[src/logic/tbfrt_regs.svh]
// register offsets, field positions and reset values of the time base and free-running timer
`ifndef TBFRT_REGS_SVH
`define TBFRT_REGS_SVH
`define TBFRT_ADR_COUNT 18'h03F60
`define TBFRT_ADR_CMP 18'h03F61
`define TBFRT_ADR_MODE 18'h03F62
`define TBFRT_ADR_BCLR 18'h03F63
`define TBFRT_ADR_RUN 18'h03F64
`define TBFRT_ADR_FICR 18'h03FEB
`define TBFRT_ADR_BICR 18'h03FEC
`define TBFRT_MODE_RST 8'h00
`define TBFRT_CMP_RST 8'hFF
`define TBFRT_ZERO8 8'h00
`define TBFRT_ZERO15 15'h0000
`define TBFRT_ONE15 15'h0001
`define TBFRT_BIT_CLRSEL 7
`define TBFRT_BIT_FRUN 0
`define TBFRT_BIT_BRUN 1
`define TBFRT_BIT_IRQ 0
`define TBFRT_BLOCK_CYC 2'h3
`define TBFRT_TAP7 6
`define TBFRT_TAP8 7
`define TBFRT_TAP9 8
`define TBFRT_TAP10 9
`define TBFRT_TAP13 12
`define TBFRT_TAP15 14
`endif

[src/logic/tbfrt_pkg.sv]
// types shared by the time base and free-running timer
package tbfrt_pkg;
    typedef enum logic [2:0]
    {
        TBFRT_CK_HIGH = 3'h0,
        TBFRT_CK_SYS = 3'h1,
        TBFRT_CK_LOW = 3'h2,
        TBFRT_CK_LOW_SYNC = 3'h3,
        TBFRT_CK_T13 = 3'h4,
        TBFRT_CK_T13_SYNC = 3'h5,
        TBFRT_CK_T7 = 3'h6,
        TBFRT_CK_T7_SYNC = 3'h7
    } tbfrt_clk_sel_t;
endpackage : tbfrt_pkg

[src/logic/tbfrt_timer.sv]
// time base counter and 8-bit free-running timer with classic wishbone slave
`timescale 1ns/1ns
`include "tbfrt_regs.svh"
module tbfrt_timer
    import tbfrt_pkg::*;
(
    input wire logic clk_i, // system clock, 10 MHz
    input wire logic rst_i, // synchronous reset, active high
    input wire logic high_osc_clk_i, // high-speed oscillator clock, sampled
    input wire logic low_osc_clock_i, // low-speed oscillator clock, sampled
    input wire logic system_clock_div_i, // divided system clock level, sampled
    input wire logic wb_cyc_i, // wishbone cycle
    input wire logic wb_stb_i, // wishbone strobe
    input wire logic wb_we_i, // wishbone write enable
    input wire logic [17:0] wb_adr_i, // wishbone byte address
    input wire logic [7:0] wb_dat_i, // wishbone write data
    input wire logic wb_sel_i, // wishbone byte select
    output logic [7:0] wb_dat_o, // wishbone read data
    output logic wb_ack_o, // wishbone acknowledge
    output logic base_interrupt_request_o, // time base request flag level
    output logic free_run_interrupt_request_o // free-running request flag level
);

    // ==========================================================
    // helpers
    // ==========================================================
    // falling edge of a resynchronised level: older sample high, newer low
    function automatic logic fall_det(input logic newer, input logic older);
        fall_det = older & ~newer;
    endfunction : fall_det

    function automatic logic rise_det(input logic newer, input logic older);
        rise_det = newer & ~older;
    endfunction : rise_det

    // ==========================================================
    // pin synchronisers
    // ==========================================================
    // three stages; only stages 2 and 3 are compared, stage 1 feeds stage 2 alone
    logic [2:0] hi_sync_ff, lo_sync_ff, sd_sync_ff;
    logic [2:0] nxt_hi_sync, nxt_lo_sync, nxt_sd_sync;

    always_comb
    begin
        nxt_hi_sync = {hi_sync_ff[1:0], high_osc_clk_i};
        nxt_lo_sync = {lo_sync_ff[1:0], low_osc_clock_i};
        nxt_sd_sync = {sd_sync_ff[1:0], system_clock_div_i};
    end

    always_ff @(posedge clk_i)
    begin
        if (rst_i)
        begin
            hi_sync_ff <= 3'h0;
            lo_sync_ff <= 3'h0;
            sd_sync_ff <= 3'h0;
        end
        else
        begin
            hi_sync_ff <= nxt_hi_sync;
            lo_sync_ff <= nxt_lo_sync;
            sd_sync_ff <= nxt_sd_sync;
        end
    end

    // ==========================================================
    // registers and bus slave
    // ==========================================================
    logic [7:0] mode_ff, cmp_ff, nxt_mode, nxt_cmp, nxt_rdata;
    logic [1:0] run_ff, nxt_run;
    logic fic_ff, bic_ff, nxt_fic, nxt_bic;
    logic ack_ff, nxt_ack;
    logic [7:0] rdata_ff;
    logic req, wr, cmp_wr, bclr_wr, fic_wr, bic_wr;
    logic [14:0] base_ff, nxt_base;
    logic [7:0] frc_ff, nxt_frc;
    logic frq_ff, nxt_frq, brq_ff, nxt_brq;

    // one wait state: ack comes the edge after the request is seen, then drops
    assign req = wb_cyc_i & wb_stb_i & ~ack_ff;
    assign wr = req & wb_we_i & wb_sel_i;
    assign cmp_wr = wr & (wb_adr_i == `TBFRT_ADR_CMP);
    assign bclr_wr = wr & (wb_adr_i == `TBFRT_ADR_BCLR);
    assign fic_wr = wr & (wb_adr_i == `TBFRT_ADR_FICR);
    assign bic_wr = wr & (wb_adr_i == `TBFRT_ADR_BICR);

    // register writes and read mux; unmapped addresses read zero and still ack
    always_comb
    begin
        nxt_ack = req;
        nxt_mode = mode_ff;
        nxt_run = run_ff;
        nxt_cmp = cmp_ff;
        nxt_rdata = `TBFRT_ZERO8;
        if (wr & (wb_adr_i == `TBFRT_ADR_MODE))
        begin
            nxt_mode = wb_dat_i;
        end
        if (wr & (wb_adr_i == `TBFRT_ADR_RUN))
        begin
            nxt_run = wb_dat_i[1:0];
        end
        if (cmp_wr)
        begin
            nxt_cmp = wb_dat_i;
        end
        if (wb_adr_i == `TBFRT_ADR_COUNT)
        begin
            nxt_rdata = frc_ff;
        end
        else if (wb_adr_i == `TBFRT_ADR_CMP)
        begin
            nxt_rdata = cmp_ff;
        end
        else if (wb_adr_i == `TBFRT_ADR_MODE)
        begin
            nxt_rdata = mode_ff;
        end
        else if (wb_adr_i == `TBFRT_ADR_RUN)
        begin
            nxt_rdata = {6'h00, run_ff};
        end
        else if (wb_adr_i == `TBFRT_ADR_FICR)
        begin
            nxt_rdata = {7'h00, frq_ff};
        end
        else if (wb_adr_i == `TBFRT_ADR_BICR)
        begin
            nxt_rdata = {7'h00, brq_ff};
        end
    end

    always_ff @(posedge clk_i)
    begin
        if (rst_i)
        begin
            ack_ff <= 1'b0;
            mode_ff <= `TBFRT_MODE_RST;
            run_ff <= 2'h0;
            cmp_ff <= `TBFRT_CMP_RST;
            rdata_ff <= `TBFRT_ZERO8;
        end
        else
        begin
            ack_ff <= nxt_ack;
            mode_ff <= nxt_mode;
            run_ff <= nxt_run;
            cmp_ff <= nxt_cmp;
            rdata_ff <= nxt_rdata;
        end
    end

    // ==========================================================
    // time base counter
    // ==========================================================
    logic b_src_new, b_src_old, b_tick, b_tap, b_tap_d_ff, b_period;
    logic t7_new, t7_old, t13_new, t13_old;
    logic [14:0] base_prev_ff;

    // low-speed source when mode bit 0 set, high-speed otherwise
    assign b_src_new = mode_ff[0] ? lo_sync_ff[1] : hi_sync_ff[1];
    assign b_src_old = mode_ff[0] ? lo_sync_ff[2] : hi_sync_ff[2];
    assign b_tick = fall_det(b_src_new, b_src_old) & run_ff[`TBFRT_BIT_BRUN];

    // period tap; a falling edge of tap bit k marks 2^(k+1) source clocks
    always_comb
    begin
        case (mode_ff[6:4])
            3'h0: b_tap = base_ff[`TBFRT_TAP7];
            3'h1: b_tap = base_ff[`TBFRT_TAP8];
            3'h2: b_tap = base_ff[`TBFRT_TAP9];
            3'h3: b_tap = base_ff[`TBFRT_TAP10];
            3'h4, 3'h5: b_tap = base_ff[`TBFRT_TAP13];
            default: b_tap = base_ff[`TBFRT_TAP15];
        endcase
    end
    assign b_period = fall_det(b_tap, b_tap_d_ff);

    // clear wins over a count tick: software reset must never be lost
    always_comb
    begin
        nxt_base = base_ff;
        if (bclr_wr)
        begin
            nxt_base = `TBFRT_ZERO15;
        end
        else if (b_tick)
        begin
            nxt_base = base_ff + `TBFRT_ONE15;
        end
    end

    always_ff @(posedge clk_i)
    begin
        if (rst_i)
        begin
            base_ff <= `TBFRT_ZERO15;
            base_prev_ff <= `TBFRT_ZERO15;
            b_tap_d_ff <= 1'b0;
        end
        else
        begin
            base_ff <= nxt_base;
            base_prev_ff <= base_ff;
            b_tap_d_ff <= b_tap;
        end
    end

    // base taps as raw timer clocks; edges come from consecutive counter states
    assign t7_new = base_ff[`TBFRT_TAP7];
    assign t7_old = base_prev_ff[`TBFRT_TAP7];
    assign t13_new = base_ff[`TBFRT_TAP13];
    assign t13_old = base_prev_ff[`TBFRT_TAP13];

    // ==========================================================
    // free-running counter
    // ==========================================================
    logic f_tick, f_match, f_set;
    logic [1:0] blk_ff, nxt_blk;
    logic match_pend_ff, nxt_match_pend;
    logic t7s_ff, t13s_ff;
    tbfrt_clk_sel_t fsel;

    assign fsel = tbfrt_clk_sel_t'(mode_ff[3:1]);

    // synchronized tap options go through an extra system-clock stage
    always_ff @(posedge clk_i)
    begin
        if (rst_i)
        begin
            t7s_ff <= 1'b0;
            t13s_ff <= 1'b0;
        end
        else
        begin
            t7s_ff <= t7_old;
            t13s_ff <= t13_old;
        end
    end

    // count enable per source; falling edges except for the system clock
    always_comb
    begin
        case (fsel)
            TBFRT_CK_HIGH: f_tick = fall_det(hi_sync_ff[1], hi_sync_ff[2]);
            TBFRT_CK_SYS: f_tick = rise_det(sd_sync_ff[1], sd_sync_ff[2]);
            TBFRT_CK_LOW: f_tick = fall_det(lo_sync_ff[1], lo_sync_ff[2]);
            // the pin synchroniser already resamples the low clock, so raw and synchronized agree
            TBFRT_CK_LOW_SYNC: f_tick = fall_det(lo_sync_ff[1], lo_sync_ff[2]);
            TBFRT_CK_T13: f_tick = fall_det(t13_new, t13_old);
            TBFRT_CK_T13_SYNC: f_tick = fall_det(t13_old, t13s_ff);
            TBFRT_CK_T7: f_tick = fall_det(t7_new, t7_old);
            default: f_tick = fall_det(t7_old, t7s_ff);
        endcase
    end

    // equality only, so a compare below the count waits for the wrap
    assign f_match = (frc_ff == cmp_ff);
    // flag only with clear-select 1 and outside the blocking window
    assign f_set = f_tick & run_ff[`TBFRT_BIT_FRUN] & match_pend_ff
        & mode_ff[`TBFRT_BIT_CLRSEL] & (blk_ff == 2'h0);

    always_comb
    begin
        nxt_frc = frc_ff;
        nxt_match_pend = match_pend_ff;
        nxt_blk = (blk_ff != 2'h0) ? blk_ff - 2'h1 : 2'h0;
        if (cmp_wr & ~mode_ff[`TBFRT_BIT_CLRSEL])
        begin
            nxt_frc = `TBFRT_ZERO8;
            nxt_match_pend = 1'b0;
        end
        else if (f_tick & run_ff[`TBFRT_BIT_FRUN])
        begin
            if (match_pend_ff)
            begin
                nxt_frc = `TBFRT_ZERO8;
                nxt_match_pend = 1'b0;
            end
            else
            begin
                nxt_frc = frc_ff + 8'h01;
                nxt_match_pend = (nxt_frc == cmp_ff);
            end
        end
        else if (~match_pend_ff)
        begin
            nxt_match_pend = f_match & run_ff[`TBFRT_BIT_FRUN];
        end
        if (f_set)
        begin
            nxt_blk = `TBFRT_BLOCK_CYC;
        end
    end

    always_ff @(posedge clk_i)
    begin
        if (rst_i)
        begin
            frc_ff <= `TBFRT_ZERO8;
            match_pend_ff <= 1'b0;
            blk_ff <= 2'h0;
        end
        else
        begin
            frc_ff <= nxt_frc;
            match_pend_ff <= nxt_match_pend;
            blk_ff <= nxt_blk;
        end
    end

    // ==========================================================
    // request flags
    // ==========================================================
    // set beats a software clear in the same cycle
    always_comb
    begin
        nxt_frq = frq_ff;
        nxt_brq = brq_ff;
        if (fic_wr)
        begin
            nxt_frq = wb_dat_i[`TBFRT_BIT_IRQ];
        end
        if (bic_wr)
        begin
            nxt_brq = wb_dat_i[`TBFRT_BIT_IRQ];
        end
        if (f_set)
        begin
            nxt_frq = 1'b1;
        end
        if (b_period)
        begin
            nxt_brq = 1'b1;
        end
        nxt_fic = nxt_frq;
        nxt_bic = nxt_brq;
    end

    always_ff @(posedge clk_i)
    begin
        if (rst_i)
        begin
            frq_ff <= 1'b0;
            brq_ff <= 1'b0;
            fic_ff <= 1'b0;
            bic_ff <= 1'b0;
        end
        else
        begin
            frq_ff <= nxt_frq;
            brq_ff <= nxt_brq;
            fic_ff <= nxt_fic;
            bic_ff <= nxt_bic;
        end
    end

    assign wb_ack_o = ack_ff;
    assign wb_dat_o = rdata_ff;
    assign free_run_interrupt_request_o = fic_ff;
    assign base_interrupt_request_o = bic_ff;

endmodule : tbfrt_timer

[config.mk]
export PLATFORM = sky130hd
export DESIGN_NAME = tbfrt_timer
export DESIGN_NICKNAME = d
export VERILOG_FILES = /design/src/logic/tbfrt_pkg.sv /design/src/logic/tbfrt_timer.sv
export VERILOG_INCLUDE_DIRS = /design/src /design/src/logic
export SDC_FILE = /design/constraint.sdc
export NUM_CORES = 1
export LEC_CHECK = 0
export BUFFER_PORTS_ARGS = -buffer_cell sky130_fd_sc_hd__buf_2
export CAP_MARGIN = 0
export CORE_ASPECT_RATIO = 0.9
export CORE_MARGIN = 2
export CORE_UTILIZATION = 25
export DETAILED_ROUTE_END_ITERATION = 16
export GPL_TIMING_DRIVEN = 1
export PLACE_DENSITY = 0.5
export SYNTH_ARGS = -nofsm -noshare
export SYNTH_HDL_FRONTEND = slang
export SYNTH_SLANG_ARGS = --single-unit
export TNS_END_PERCENT = 100
[constraint.sdc]
create_clock -name clk_i -period 2.1 [get_ports clk_i]
set_input_delay 0.315 -clock clk_i [delete_from_list [all_inputs] [get_ports clk_i]]
set_output_delay 0.315 -clock clk_i [all_outputs]
set_load 0.02 [all_outputs]
==> results.json <==
{
  "synth-seq-cells": 69,
  "tns_ns": 0,
  "grt_use_met3_pct": 3.59,
  "end_kind": "flop",
  "drive_above_1_share_pct": 27.5,
  "antenna_left": 0,
  "min_to": "sd_sync_ff[0]",
  "grtUsageMet1_pct": 16.9,
  "gp_congestion": 0.798,
  "yosysTopAreaCellShare_pct": 41.8,
  "dp_slack_ns": -0.0418,
  "syn_area_per_cell_um2": 9.11,
  "cp_data_arrival_time_ns": 2.35,
  "fin_crit_ns": 2.09,
  "final_core_util_pct": 33.6,
  "async_reset_ff_share_pct": 0,
  "synth-seq-area-share_pct": 41.8,
  "row_count": 39,
  "finalCritPeriodShare_pct": 99.4,
  "r2r-start": "mode_ff[1]",
  "ys_types": 62,
  "syn_inst": 363,
  "cts_buffer_depth": 2,
  "clk_pin_slew_worst_paths_ns": 0.06,
  "cp.required_ns": 2.36,
  "grt_usage_pct": 12.2,
  "fin_ws_ns": 0.0127,
  "cts_root_buf": "clkbuf_16",
  "fillers": 1352,
  "p_per_area_nw_per_um2": 720,
  "io_pins": 46,
  "htree_levels": 3,
  "num_vias": 2832,
  "cts_tree": "built",
  "synth_area_leaders": "dfxtp_1 42%, mux2i_1 4.8%, xor2_1 4.2%",
  "wl_mm": 8.40,
  "status": "complete, no violations",
  "r2r-end": "frc_ff[2]",
  "fp.dieH_um": 113,
  "first_global_vias": 2815,
  "final_hold_viol_count": 0,
  "numClockSinks": 69,
  "grt_util_met2_pct": 18.7,
  "yosysWarnings": 0,
  "drv_slew": 0,
  "setup_viol": 0,
  "drc": 0,
  "vias_per_cell": 4.74,
  "critical_path_class": "flop to flop",
  "fmax_ghz": 0.479,
  "worst_hold_path_type": "input pin to flop",
  "max-vdd-ir-drop_mv": 0.413,
  "dp_hpwl_mm": 6.11,
  "min_path_cells": 2,
  "reg2reg_depth": 6,
  "diodes": 0,
  "final_common_cell": "dfxtp_1",
  "synth_nets": 400,
  "rsz0062_at_grt": "yes",
  "area_growth_pct": 29.9,
  "dr.pass1.iters": 4,
  "die-area_um2": 14200,
  "synth_edf_count": 0,
  "core_area_um2": 12800,
  "layout_common_cells": "67 x dfxtp_1, 45 x buf_2, 35 x nand2_1, 33 x nor2_1, 22 x buf_4",
  "leakagePower_nw": 1.57,
  "clock_latency_ns": 0.33,
  "grt_pass1_wl_mm": 14.0,
  "worstPathMaxFanout": 6,
  "nets": 465,
  "grt_busiest_layer": "met2",
  "die_w_um": 125,
  "start_util_pct": 25.9,
  "r2r_slack_ns": 0.01,
  "max_cap_viol_count": 0,
  "max_slew.worst_pin.slew_ns": 0.636,
  "initialDrtViolationCount": 71,
  "yosysTopAreaCell": "dfxtp_1",
  "port_buffers": 45,
  "power_mw": 3.09,
  "cts_hold_buf": 0,
  "start_kind": "flop",
  "grt_max_degree": 38,
  "avgRoutedWirePerCell_um": 14.1,
  "antenna_found_initial": 0,
  "synth_area_um2": 3310,
  "grt_overflow_total": 0,
  "min_from": "system_clock_div_i",
  "finalClockSkew_ns": 0.00703,
  "ys_dominant_reg_cell": "dfxtp_1",
  "relSlewSlack_pct": 57.5,
  "cts_made_buffers": 9
}
==> metrics by stage <==
stage               std cells  hold WS [ns]  area [um^2]
floorplan                 363         0.414         3310
global placement          576         0.437         3830
detailed placement        576         0.437         3830
CTS                       597         0.186         4270
global route              597         0.202         4290
finish                    597         0.194         4290
==> critical path: stages, from the launching register on <==
cell and delay, ns:
dfxtp_4 0.36, or3b_4 0.38, a2111oi_4 0.41, nor4_4 0.12, buf_12 0.16, or4b_1 0.46, a21oi_1 0.14
==> timing repair <==
item,CTS,global route
gates cloned,1,0
pin swaps,6,9
buffers inserted,4,0
setup endpoints to repair,6,6
hold endpoints to repair,0,0
resized for setup,7,8
==> cell type report <==
| cell class | count | area, um^2 | area share (%) |
|---|---|---|---|
| repair buffers | 69 | 443 | 10.3 |
| inverters | 8 | 30.0 | 0.700 |
| clock inverters | 5 | 83.8 | 1.95 |
| well taps | 164 | 205 | 4.78 |
| multi-input cells | 271 | 1900 | 44.3 |
| flip-flops and latches | 69 | 1390 | 32.3 |
| clock buffers | 11 | 243 | 5.65 |
==> synthesized netlist by cell type, types with 3 or more instances <==
library cell	count
dfxtp_1	69
nand2_1	35
nor2_1	33
a21oi_1	21
mux2i_1	16
xor2_1	16
nand3_1	13
nor2b_1	13
clkbuf_1	9
xnor2_1	9
a22oi_1	7
nand4_1	7
nor3_1	7
or3_1	7
inv_1	6
mux2_2	6
o21ai_0	6
o21ai_1	6
and3_1	5
nand3b_1	5
nor4_1	4
or3b_1	4
or4b_1	4
a21oi_2	3
and4_1	3
buf_1	3
buf_2	3
nand2b_1	3
==> power breakdown <==
group	leakage (nW)	total, mW	internal (mW)	switching [mW]
clock	0.152	1.64	1.07	0.571
combinational	0.863	0.130	0.0565	0.0734
sequential	0.559	1.32	1.32	0.00280
==> worst max path at each step <==
stage / startpoint / end / slack (ns) / cells after the start
after floorplan: wb_ack_o / match_pend_ff / 0.13 / 5
after global placement: mode_ff[1] / frc_ff[2] / 0.03 / 6
after detailed placement: mode_ff[1] / frc_ff[6] / -0.04 / 6
after CTS: mode_ff[1] / frc_ff[7] / 0.002 / 6
after global routing: mode_ff[1] / frc_ff[2] / -0.05 / 6
final: mode_ff[1] / frc_ff[2] / 0.01 / 6
==> per-layer routing <==
| metal | share of wire, % | routed length, um |
|---|---|---|
| met2 | 42 | 3550 |
| met1 | 51 | 4300 |
| met5 | 0 | 0 |
| met3 | 5.4 | 457 |
| met4 | 1.1 | 95 |
==> sequential cells by signal, indices dropped and copies added (netlist names) <==
| register | count |
|---|---|
| mode_ff | 8 |
| base_ff | 15 |
| frc_ff | 8 |
| t7s_ff | 1 |
| blk_ff | 2 |
| base_prev_ff | 2 |
| hi_sync_ff | 3 |
| brq_ff | 1 |
| cmp_ff | 8 |
| run_ff | 2 |
| b_tap_d_ff | 1 |
| t13s_ff | 1 |
| frq_ff | 1 |
| wb_dat_o | 8 |
| lo_sync_ff | 3 |
| wb_ack_o | 1 |
| sd_sync_ff | 3 |
| match_pend_ff | 1 |
==> logic make-up after synthesis <==
group / count (synthesis) / share of synthesized area, %
adders and majority gates: 2 / 0.757
muxes: 23 / 7.57
AOI/OAI and AO/OA: 61 / 13.2
buffers and inverters: 23 / 2.72
DFF: 69 / 41.8
and+or+nand+nor: 160 / 27.4
xor gates and xnor gates: 25 / 6.62
No activity file was read; power rests on OpenSTA's default activity.
